[config.mk]
export PLATFORM = sky130hd
export DESIGN_NAME = dowd_top
export DESIGN_NICKNAME = d
export VERILOG_FILES = /design/src/pkg/dowd_pkg.sv /design/src/rtl/dowd_sync.sv /design/src/rtl/dowd_readback.sv /design/src/rtl/dowd_top.sv
export SDC_FILE = /design/constraint.sdc
export NUM_CORES = 1
export LEC_CHECK = 0
export ABC_AREA = 1
export BUFFER_PORTS_ARGS = -buffer_cell sky130_fd_sc_hd__clkbuf_2
export CORE_MARGIN = 5
export CORE_UTILIZATION = 35
export CTS_CLUSTER_SIZE = 28
export DETAILED_ROUTE_END_ITERATION = 16
export MAX_ROUTING_LAYER = met4
export PLACE_DENSITY = 0.76
export SLEW_MARGIN = 20
export SYNTH_ARGS = -nofsm -noshare
export SYNTH_HDL_FRONTEND = slang
export SYNTH_SLANG_ARGS = --single-unit
[constraint.sdc]
create_clock -name ref_clk -period 1 [get_ports ref_clk]
set_clock_uncertainty 0.1 [all_clocks]
set_input_delay 0.3 -clock ref_clk [delete_from_list [all_inputs] [get_ports ref_clk]]
set_output_delay 0.3 -clock ref_clk [all_outputs]
set_load 0.01 [all_outputs]
[src/pkg/dowd_pkg.sv]
// dowd_pkg: constants for the device option word decoder
// assumes: a 12-bit option word arrives from non-volatile storage
`default_nettype none
package dowd_pkg;

  localparam int unsigned         DOWD_WORD_W        = 12;
  // register indices (offsets chosen; word and status registers)
  localparam logic [3:0]          DOWD_ADDR_WORD     = 4'h0;
  localparam logic [3:0]          DOWD_ADDR_STATUS   = 4'h1;
  // field positions
  localparam int unsigned         DOWD_POS_UNIMP_HI  = 11;
  localparam int unsigned         DOWD_POS_UNIMP_LO  = 5;
  localparam int unsigned         DOWD_POS_RST_SEL   = 4;
  localparam int unsigned         DOWD_POS_RDPROT_N  = 3;
  localparam int unsigned         DOWD_POS_WDOG_ON   = 2;
  localparam int unsigned         DOWD_POS_RSVD_HI   = 1;
  localparam int unsigned         DOWD_POS_RSVD_LO   = 0;
  // bits forced to one on readback
  localparam logic [11:0]         DOWD_FORCE_ONES    = 12'hFE3;
  // safe reset value: external reset on, unprotected, watchdog on
  localparam logic [11:0]         DOWD_RESET_WORD    = 12'hFFF;

  typedef enum logic [1:0] {
    DOWD_ST_RESET,
    DOWD_ST_LOADED
  } dowd_state_e;

endpackage
`default_nettype wire

[src/rtl/dowd_sync.sv]
// dowd_sync: two-flop synchroniser for one pin level
// assumes: input is asynchronous to ref_clk
`timescale 1ns/1ns
`default_nettype none
module dowd_sync (
  input  wire logic ref_clk,
  input  wire logic rstn,
  input  wire logic din,
  output logic      dout
);
  logic meta_r;

  // first flop only feeds the second
  always_ff @(posedge ref_clk or negedge rstn) begin
    if (!rstn) begin
      meta_r <= 1'b1;
      dout   <= 1'b1;
    end else begin
      meta_r <= din;
      dout   <= meta_r;
    end
  end
endmodule
`default_nettype wire

[src/rtl/dowd_readback.sv]
// dowd_readback: forms the readback view of the option word
// assumes: word input is the captured word, steady after reset
`timescale 1ns/1ns
`default_nettype none
module dowd_readback
  import dowd_pkg::*;
(
  input  wire logic [11:0] word,
  output logic [11:0]      view
);
  // unimplemented and reserved positions read one
  always_comb begin
    view = word | DOWD_FORCE_ONES;
  end
endmodule
`default_nettype wire

[src/rtl/dowd_top.sv]
// dowd_top: device option word decoder
// assumes: option word is steady from storage during reset; reg port on ref_clk
//
// Decided for this implementation: the register addresses and the address-and-strobe port.
`timescale 1ns/1ns
`default_nettype none
module dowd_top
  import dowd_pkg::*;
(
  input  wire logic        ref_clk,
  input  wire logic        rstn,
  input  wire logic [11:0] nv_word,
  input  wire logic        shared_reset_io_pin_in,
  input  wire logic        io_out,
  input  wire logic        io_oe,
  output logic             shared_reset_io_pin_out,
  output logic             shared_reset_io_pin_oe,
  output logic             io_in,
  output logic             external_reset_input_n,
  output logic             read_protect_on,
  output logic             watchdog_on,
  input  wire logic [3:0]  reg_addr,
  input  wire logic [15:0] reg_wdata,
  input  wire logic        reg_wr,
  input  wire logic        reg_rd,
  output logic [15:0]      reg_rdata
);

  //////////////////////////////////////////////////////////////////////////////
  logic [11:0]  word_r;
  logic [11:0]  view;
  logic         pin_sync;
  dowd_state_e  state_r;

  // capture on the first edge after reset release; word is held from then on
  always_ff @(posedge ref_clk or negedge rstn) begin
    if (!rstn) begin
      state_r <= DOWD_ST_RESET;
    end else begin
      state_r <= DOWD_ST_LOADED;
    end
  end

  always_ff @(posedge ref_clk or negedge rstn) begin
    if (!rstn) begin
      word_r <= DOWD_RESET_WORD;
    end else begin
      case (state_r)
        DOWD_ST_RESET: begin
          word_r <= nv_word;
        end
        default: begin
          word_r <= word_r;
        end
      endcase
    end
  end

  // decoded controls hold their safe state (protected, watchdog on, pin as reset input) until the word is loaded
  logic loaded;
  assign loaded = (state_r == DOWD_ST_LOADED);

  //////////////////////////////////////////////////////////////////////////////
  dowd_sync u_sync (
    .ref_clk (ref_clk),
    .rstn    (rstn),
    .din     (shared_reset_io_pin_in),
    .dout    (pin_sync)
  );

  logic rst_sel;
  assign rst_sel = word_r[DOWD_POS_RST_SEL];

  // as reset input the pin is never driven; reset held inactive otherwise
  always_ff @(posedge ref_clk or negedge rstn) begin
    if (!rstn) begin
      external_reset_input_n  <= 1'b1;
      io_in                   <= 1'b0;
      shared_reset_io_pin_out <= 1'b0;
      shared_reset_io_pin_oe  <= 1'b0;
    end else if (rst_sel || !loaded) begin
      external_reset_input_n  <= pin_sync;
      io_in                   <= 1'b0;
      shared_reset_io_pin_out <= 1'b0;
      shared_reset_io_pin_oe  <= 1'b0;
    end else begin
      external_reset_input_n  <= 1'b1;
      io_in                   <= pin_sync;
      shared_reset_io_pin_out <= io_out;
      shared_reset_io_pin_oe  <= io_oe;
    end
  end

  // hold the protected, watchdog-on state until the captured word is in
  always_ff @(posedge ref_clk or negedge rstn) begin
    if (!rstn) begin
      read_protect_on <= 1'b1;
      watchdog_on     <= 1'b1;
    end else if (loaded) begin
      read_protect_on <= ~word_r[DOWD_POS_RDPROT_N];
      watchdog_on     <= word_r[DOWD_POS_WDOG_ON];
    end
  end

  //////////////////////////////////////////////////////////////////////////////
  dowd_readback u_rb (
    .word (word_r),
    .view (view)
  );

  // word is read-only once loaded; writes are ignored to true
  always_ff @(posedge ref_clk or negedge rstn) begin
    if (!rstn) begin
      reg_rdata <= 16'h0000;
    end else if (reg_rd) begin
      if (reg_addr == DOWD_ADDR_WORD) begin
        reg_rdata <= {4'h0, view};
      end else if (reg_addr == DOWD_ADDR_STATUS) begin
        reg_rdata <= {15'h0, loaded};
      end else begin
        reg_rdata <= 16'h0000;
      end
    end else begin
      reg_rdata <= 16'h0000;
    end
  end

  logic unused_w;
  assign unused_w = reg_wr ^ (^reg_wdata);

endmodule
`default_nettype wire

# Word-level counts from Yosys, hierarchy flattened
# Index checks and enable logic that the tools add are counted.
op_classes:
  reduce_logical: 4
  mux: 7
  bitwise: 1
  eq_ne: 1
op_table:
  columns: ["op", "count"]
  rows:
  - ["$mux W16", 1]
  - ["$mux W12", 1]
  - ["$mux W1", 5]
  - ["$eq A4 B1 Y1 const B", 1]
  - ["$logic_not A4 Y1", 1]
  - ["$logic_not A2 Y1", 1]
  - ["$logic_not A1 Y1", 1]
  - ["$logic_or A1 B1 Y1", 1]
  - ["$not A1 Y1", 1]
word_totals:
  word_cells: 24
  input_bits: 39
  regBits: 30
  out_inout_bits: 22

# Logic depth before layout (Yosys ltp)
# Gate-level depths: netlist (run 1).
logic_depth:
  depth_word: 4
  depth_mapped: 4
  depth_no_buf: 4

# Modules after synthesis
# From an unflattened synthesis (run 1), not the netlist that was laid out.
unflattened:
  cells_unflattened: 132
  area_unflattened_um2: 1302.5
by_module_without_submodules:
  columns: ["mod", "seq_area_each_um2", "cells_each", "area_per_inst_um2", "instances"]
  rows:
  - ["dowd_top", 794.5, 117, 1156.1, 1]
  - ["dowd_readback", 0.0, 13, 93.8, 1]
  - ["dowd_sync", 52.6, 2, 52.6, 1]

# Least setup slack after synthesis (run 1)
# No wires, ideal clock.
synth_timing:
  kind: "reg2out"
  start: "reg reg_rdata[10]"
  end: "out reg_rdata[10]"
  path_slack_ps: -24
  required_time_ps: 600
  path_stages_with_launch: 2
  t_arrival_ps: 624
  cell_sequence: "dfrtp_1 -> buf_4"
synth_lines:
  columns: ["element", "line", "source"]
  rows:
  - ["start, declared", "dowd_top.sv:26", "output logic [15:0] reg_rdata"]
  - ["start signal, assigned", "dowd_top.sv:117", "reg_rdata <= {4'h0, view};"]
  - ["start signal, assigned", "dowd_top.sv:119", "reg_rdata <= {15'h0, loaded};"]
# No word-level cell between the ends.

# Worst setup path after layout (run 1)
layout_timing:
  start: "reg read_protect_on"
  end: "out read_protect_on"
layout_lines:
  columns: ["element", "line", "source"]
  rows:
  - ["start, declared", "dowd_top.sv:20", "output logic read_protect_on,"]
  - ["start signal, assigned", "dowd_top.sv:100", "read_protect_on <= ~word_r[DOWD_POS_RDPROT_N];"]
# No word-level cell between the ends.

==> impl_metrics.tcl, run 1 <==
set metrics [dict create \
    status "finished with violations" \
    violations "negative setup slack" \
    synth_seq_cells 17 \
    synth_cell_type_count 12 \
    clk_pin_slew_ps 100 \
    postCtsSetupBuffers 0 \
    core_um2 1760 \
    numPlacedInstances 110 \
    seqPwrFrac_pct 60.4 \
    crit_required_ps 600 \
    dp_hpwl_um 920 \
    multi_input_area_um2 129 \
    fin_crit_ps 1340 \
    place_area_um2 781 \
    netlist_area_um2 669 \
    cts_sinks 17 \
    r2r_slack_ps 20 \
    ant_nets 0 \
    synthTopCellsByCount "buf_4, nand2_1, dfrtp_1, inv_1" \
    fin_util_pct 50.9 \
    final_area_um2 897 \
    port_buffers 30 \
    area_growth_pct 34.0 \
    rsz0062_at_grt "yes" \
    end_kind "output port" \
    pwr-share-comb_pct 12.2 \
    setup_violations 18 \
    start_kind "flop" \
    antenna_cells 0 \
    async_reset_ff_share_pct 100 \
    clockBufferDepth 2 \
    max-cap-violations 0 \
    maxSlewViolCount 0 \
    synth.area.top_cells "dfrtp_1, dfstp_2, buf_4" \
    start_util_pct 37.9 \
    dr.pass1.iters 4 \
    hold_class "primary input to flop" \
    root_buffer "clkbuf_4" \
    criticalPathCategory "flop to output port" \
    synth_edf_count 0 \
    synth_most_common_cell "buf_4" \
    synth.top_cell.area_share_pct 33.6 \
    die_w_um 53.7 \
    worst_skew_pair.late_latency_ps 280 \
    num_rows 15 \
    max_stage_delay_ps 560 \
    crit_chain "buf_6" \
    p_int_uw 970 \
    fmax_ghz 0.744 \
    clock_power_share_pct 27.4 \
    finalNetCount 131 \
    via_per_inst 3.78 \
    crit_family "flip-flops" \
    dieArea_um2 2890 \
    via_count 439 \
    io_pins 61 \
    grt_antenna_before_repair 0 \
    setup_tns_ps -4840 \
    final_cells 116 \
    p_sw_uw 302 \
    worst_path_max_delay_cell "dfstp_2" \
    drc_errors 0 \
    fin_crit_sh_pct 134 \
    drive_above_1_share_pct 50.5 \
    yosys_warnings 0 \
    hold_ws_ps 83.8 \
    worst_ir_drop_vdd_v 0.000743 \
    ys.flop_type "dfrtp_1" \
    crit_fanout 2 \
    grt_pass1_wl_um 1620 \
    ys_seq_area_share_pct 65.0 \
    finalHoldViolations 0 \
    yosysTopAreaCell "dfrtp_1" \
    syn_avg_cell_area_um2 10.6 \
    swShare_pct 23.8 \
    cts_buffers 3 \
    drtIter0Drc 5 \
    detail_route.wl_per_cell_um 10.1 \
    syn_inst 63 \
    grt_max_degree 18 \
    timing.critical_path.buf_inv 1 \
    power_density_nw_per_um2 1420 \
    die_h_um 53.7 \
    worstPathArrival_ps 940 \
    grt_use_total_pct 8.46 \
    p_leak_nw 0.508 \
    drt-total-wl_um 1170 \
    finalWorstSetupSlack_ps -343 \
    fill_cells 164 \
    grt_pass1_vias 419 \
    total_power_mw 1.27 \
    seq_area_um2 437 \
    cts_tree "yes" \
    place_ws_ps -42.2 \
    ctsHtreeMaxLevel 1 \
    grt-ovfl-total 0 \
    gp_congestion 0.652 \
]
## sequential cells by signal, indices dropped and copies added (netlist names)
name                     cells
state_r                      1
shared_reset_io_pin_oe       1
shared_reset_io_pin_out      1
read_protect_on              1
watchdog_on                  1
reg_rdata                    5
io_in                        1
u_sync.meta_r                1
word_r                       3
u_sync.dout                  1
external_reset_input_n       1
## worst paths after layout
path,from,end,depth (start not counted)
max in group asynchronous,rstn,u_sync.meta_r$_DFF_PN1_,2
max,read_protect_on$_DFFE_PN1P_,read_protect_on,1
max reg2reg,word_r[4]$_DFFE_PN1N_,word_r[4]$_DFFE_PN1N_,3
min in group asynchronous,rstn,reg_rdata[4]$_DFF_PN0_,2
min reg2reg,u_sync.meta_r$_DFF_PN1_,u_sync.dout$_DFF_PN1_,0
min,nv_word[3],word_r[3]$_DFFE_PN1N_,3
## what timing repair did
| action | 4_1_cts | 5_1_grt |
|---|---|---|
| endpoints found under the hold margin | 10 | 0 |
| endpoints found under the setup margin | 18 | 18 |
| resized for setup | 0 | 22 |
| hold buffers | 2 | 0 |
## routing by layer
| metal | part of all wire [%] | track usage [%] |
|---|---|---|
| met5 | 0 | - |
| met1 | 38 | 6.97 |
| met2 | 54 | 16.1 |
| met3 | 7.8 | 2.49 |
| met4 | 0 | 5.11 |
## final cells by class
class,count,area share [%]
Multi-Input combinational cell,29,14.4
Sequential cell,17,48.7
Clock buffer,3,2.51
Tap cell,25,3.49
Clock inverter,1,0.558
Timing Repair Buffer,32,26.6
Inverter,9,3.77
## power by group through the flow
| stage | registers (mW) | clock network, mW | logic (mW) |
|---|---|---|---|
| 2_1_floorplan | 0.784 | 0 | 0.0673 |
| 4_1_cts | 0.765 | 0.355 | 0.138 |
| 3_3_place_gp | 0.774 | 0 | 0.126 |
| 3_5_place_dp | 0.777 | 0 | 0.132 |
| 5_1_grt | 0.773 | 0.392 | 0.174 |
| 6_report | 0.768 | 0.349 | 0.155 |
## kinds of logic after synthesis
logic type	Yosys count	synth area share, %
flip-flops	17	65.0
AND/OR/NAND/NOR	22	14.2
other	2	1.12
buffers and inverters	20	17.4
AO/OA/AOI/OAI	2	2.24
## cells in the final DEF, fill, tap and decap left out
cell type / instances
buf_6: 11
clkbuf_2: 19
clkbuf_4: 3
clkinv_2: 1
conb_1: 5
dfrtp_1: 8
dfrtp_2: 1
dfstp_2: 8
dlygate4sd3_1: 2
inv_1: 9
nand2_1: 10
nand2_2: 1
nand3_1: 1
nand3_2: 1
nor2_1: 8
nor2_2: 1
o21a_1: 2
No activity file was read; power rests on OpenSTA's default activity.
==> run 2: changes to the inputs <==
--- a/config.mk
+++ b/config.mk
@@ -12,7 +12,7 @@
 export CTS_CLUSTER_SIZE = 28
 export DETAILED_ROUTE_END_ITERATION = 16
 export MAX_ROUTING_LAYER = met4
-export PLACE_DENSITY = 0.76
+export PLACE_DENSITY = 0.81
 export SLEW_MARGIN = 20
 export SYNTH_ARGS = -nofsm -noshare
 export SYNTH_HDL_FRONTEND = slang
==> impl_metrics.tcl, run 2 (synthesis gave the netlist of run 1 again) <==
set metrics [dict create \
    reg2reg_to "word_r[4]$_DFFE_PN1N_" \
    hold_depth 3 \
    drtIter0Drc 0 \
    crit_fanout 2 \
    place_area_um2 781 \
    end_kind "output port" \
    criticalPathCategory "flop to output port" \
    finalNetCount 131 \
    start_util_pct 37.9 \
    die_w_um 53.7 \
    setup_violations 18 \
    crit_chain "buf_6" \
    status "finished with violations" \
    worst_path_max_delay_cell "dfstp_2" \
    cts_buffers 3 \
    cts_sinks 17 \
    top_register "reg_rdata" \
    clockBufferDepth 2 \
    cts_tree "yes" \
    start_kind "flop" \
    largest_reg_flops 5 \
    top_regs "reg_rdata x5, word_r x3" \
    core_um2 1760 \
    dieArea_um2 2890 \
    drive_above_1_share_pct 49.5 \
    drc_errors 0 \
    max-cap-violations 0 \
    fin_util_pct 49.7 \
    crit_family "flip-flops" \
    timing.critical_path.buf_inv 1 \
    drt-total-wl_um 1030 \
    crit_required_ps 600 \
    crit_start "watchdog_on$_DFFE_PN1P_" \
    port_buffers 30 \
    worst_skew_pair.late_latency_ps 270 \
    grt_pass1_wl_um 1530 \
    area_growth_pct 31.0 \
    detail_route.wl_per_cell_um 8.85 \
    ant_nets 0 \
    num_rows 15 \
    grt_antenna_before_repair 0 \
    layout_commonest_cell "clkbuf_2" \
    via_per_inst 3.75 \
    antenna_cells 0 \
    final_cell_mix "clkbuf_2, nand2_1, inv_1" \
    rsz0062_at_grt "yes" \
    grt_pass1_vias 400 \
    via_count 435 \
    max_stage_delay_ps 550 \
    fin_crit_ps 1320 \
    power_density_nw_per_um2 1430 \
    hold_class "primary input to flop" \
    dr.pass1.iters 1 \
    finalHoldViolations 0 \
    io_pins 61 \
    maxSlewViolCount 0 \
    final_area_um2 877 \
    gp_congestion 0.699 \
    fin_crit_sh_pct 132 \
    fmax_ghz 0.758 \
    min_from "nv_word[3]" \
    die_h_um 53.7 \
    clk_pin_slew_ps 90 \
    worstPathArrival_ps 920 \
    finalWorstSetupSlack_ps -319 \
    dp_hpwl_um 834 \
    grt-ovfl-total 0 \
    grt_use_total_pct 7.63 \
    ctsHtreeMaxLevel 1 \
    ff2ff_path_depth 3 \
    r2r-start "word_r[4]$_DFFE_PN1N_" \
    violations "negative setup slack" \
    worst_ir_drop_vdd_v 0.000658 \
    p_leak_nw 0.504 \
    hold_ws_ps 90.4 \
    grt_max_degree 18 \
    holdPathEnd "word_r[3]$_DFFE_PN1N_" \
    r2r_slack_ps 70 \
    root_buffer "clkbuf_4" \
]
-- run 2: cell count changes in the layout (fill, tap and decap cells not counted), sizes merged --
| cell | delta |
|---|---|
| clkinv | -1 |
| clkbuf | +1 |
-- run 2: stage by stage --
| stage | worst slack, ps | std cells | setup TNS, ps | power (mW) |
|---|---|---|---|---|
| 2_1_floorplan | 6.83 | 66 | 0 | 0.852 |
| 3_3_place_gp | -37.1 | 110 | -85.5 | 0.900 |
| 3_5_place_dp | -32.4 | 110 | -78.4 | 0.904 |
| 4_1_cts | -353 | 116 | -4490 | 1.25 |
| 5_1_grt | -353 | 116 | -5130 | 1.32 |
| 6_report | -319 | 116 | -4480 | 1.26 |
-- run 2: report_power, final --
group	switching [mW]	total, mW	internal (mW)
Clock	0.188	0.342	0.154
Combinational	0.0763	0.150	0.0738
Sequential	0.0202	0.765	0.745
-- run 2: worst max path at each step --
stage / end / slack [ps] / cells after the start
floorplan: reg_rdata[10] / 7 / 1
global placement: read_protect_on / -40 / 1
detailed placement: watchdog_on / -30 / 1
CTS: read_protect_on / -350 / 1
global route: read_protect_on / -350 / 1
finish: watchdog_on / -320 / 1
-- run 2: what timing repair did --
| action | in CTS | in global routing |
|---|---|---|
| setup endpoints to repair | 18 | 18 |
| setup buffers | 0 | 0 |
| gates resized for setup | 0 | 19 |
| hold buffers | 2 | 0 |
| hold endpoints to repair | 10 | 0 |
-- run 2: layout make-up --
class                   count  area [µm²]
well taps                  25        31.3
clock buffers               4        26.3
flip-flops and latches     17         437
inverters                   9        33.8
repair buffers             32         220
fillers                   170         887
multi-input cells          29         129
-- run 2: per-layer routing --
metal | global-route usage [%] | wire [µm] | vias up
met5 | - | 0 | -
li1 | - | - | 221
met3 | 3.05 | 117 | 0
met2 | 12.5 | 502 | 21
met4 | 3.83 | 0 | 0
met1 | 7.85 | 408 | 193
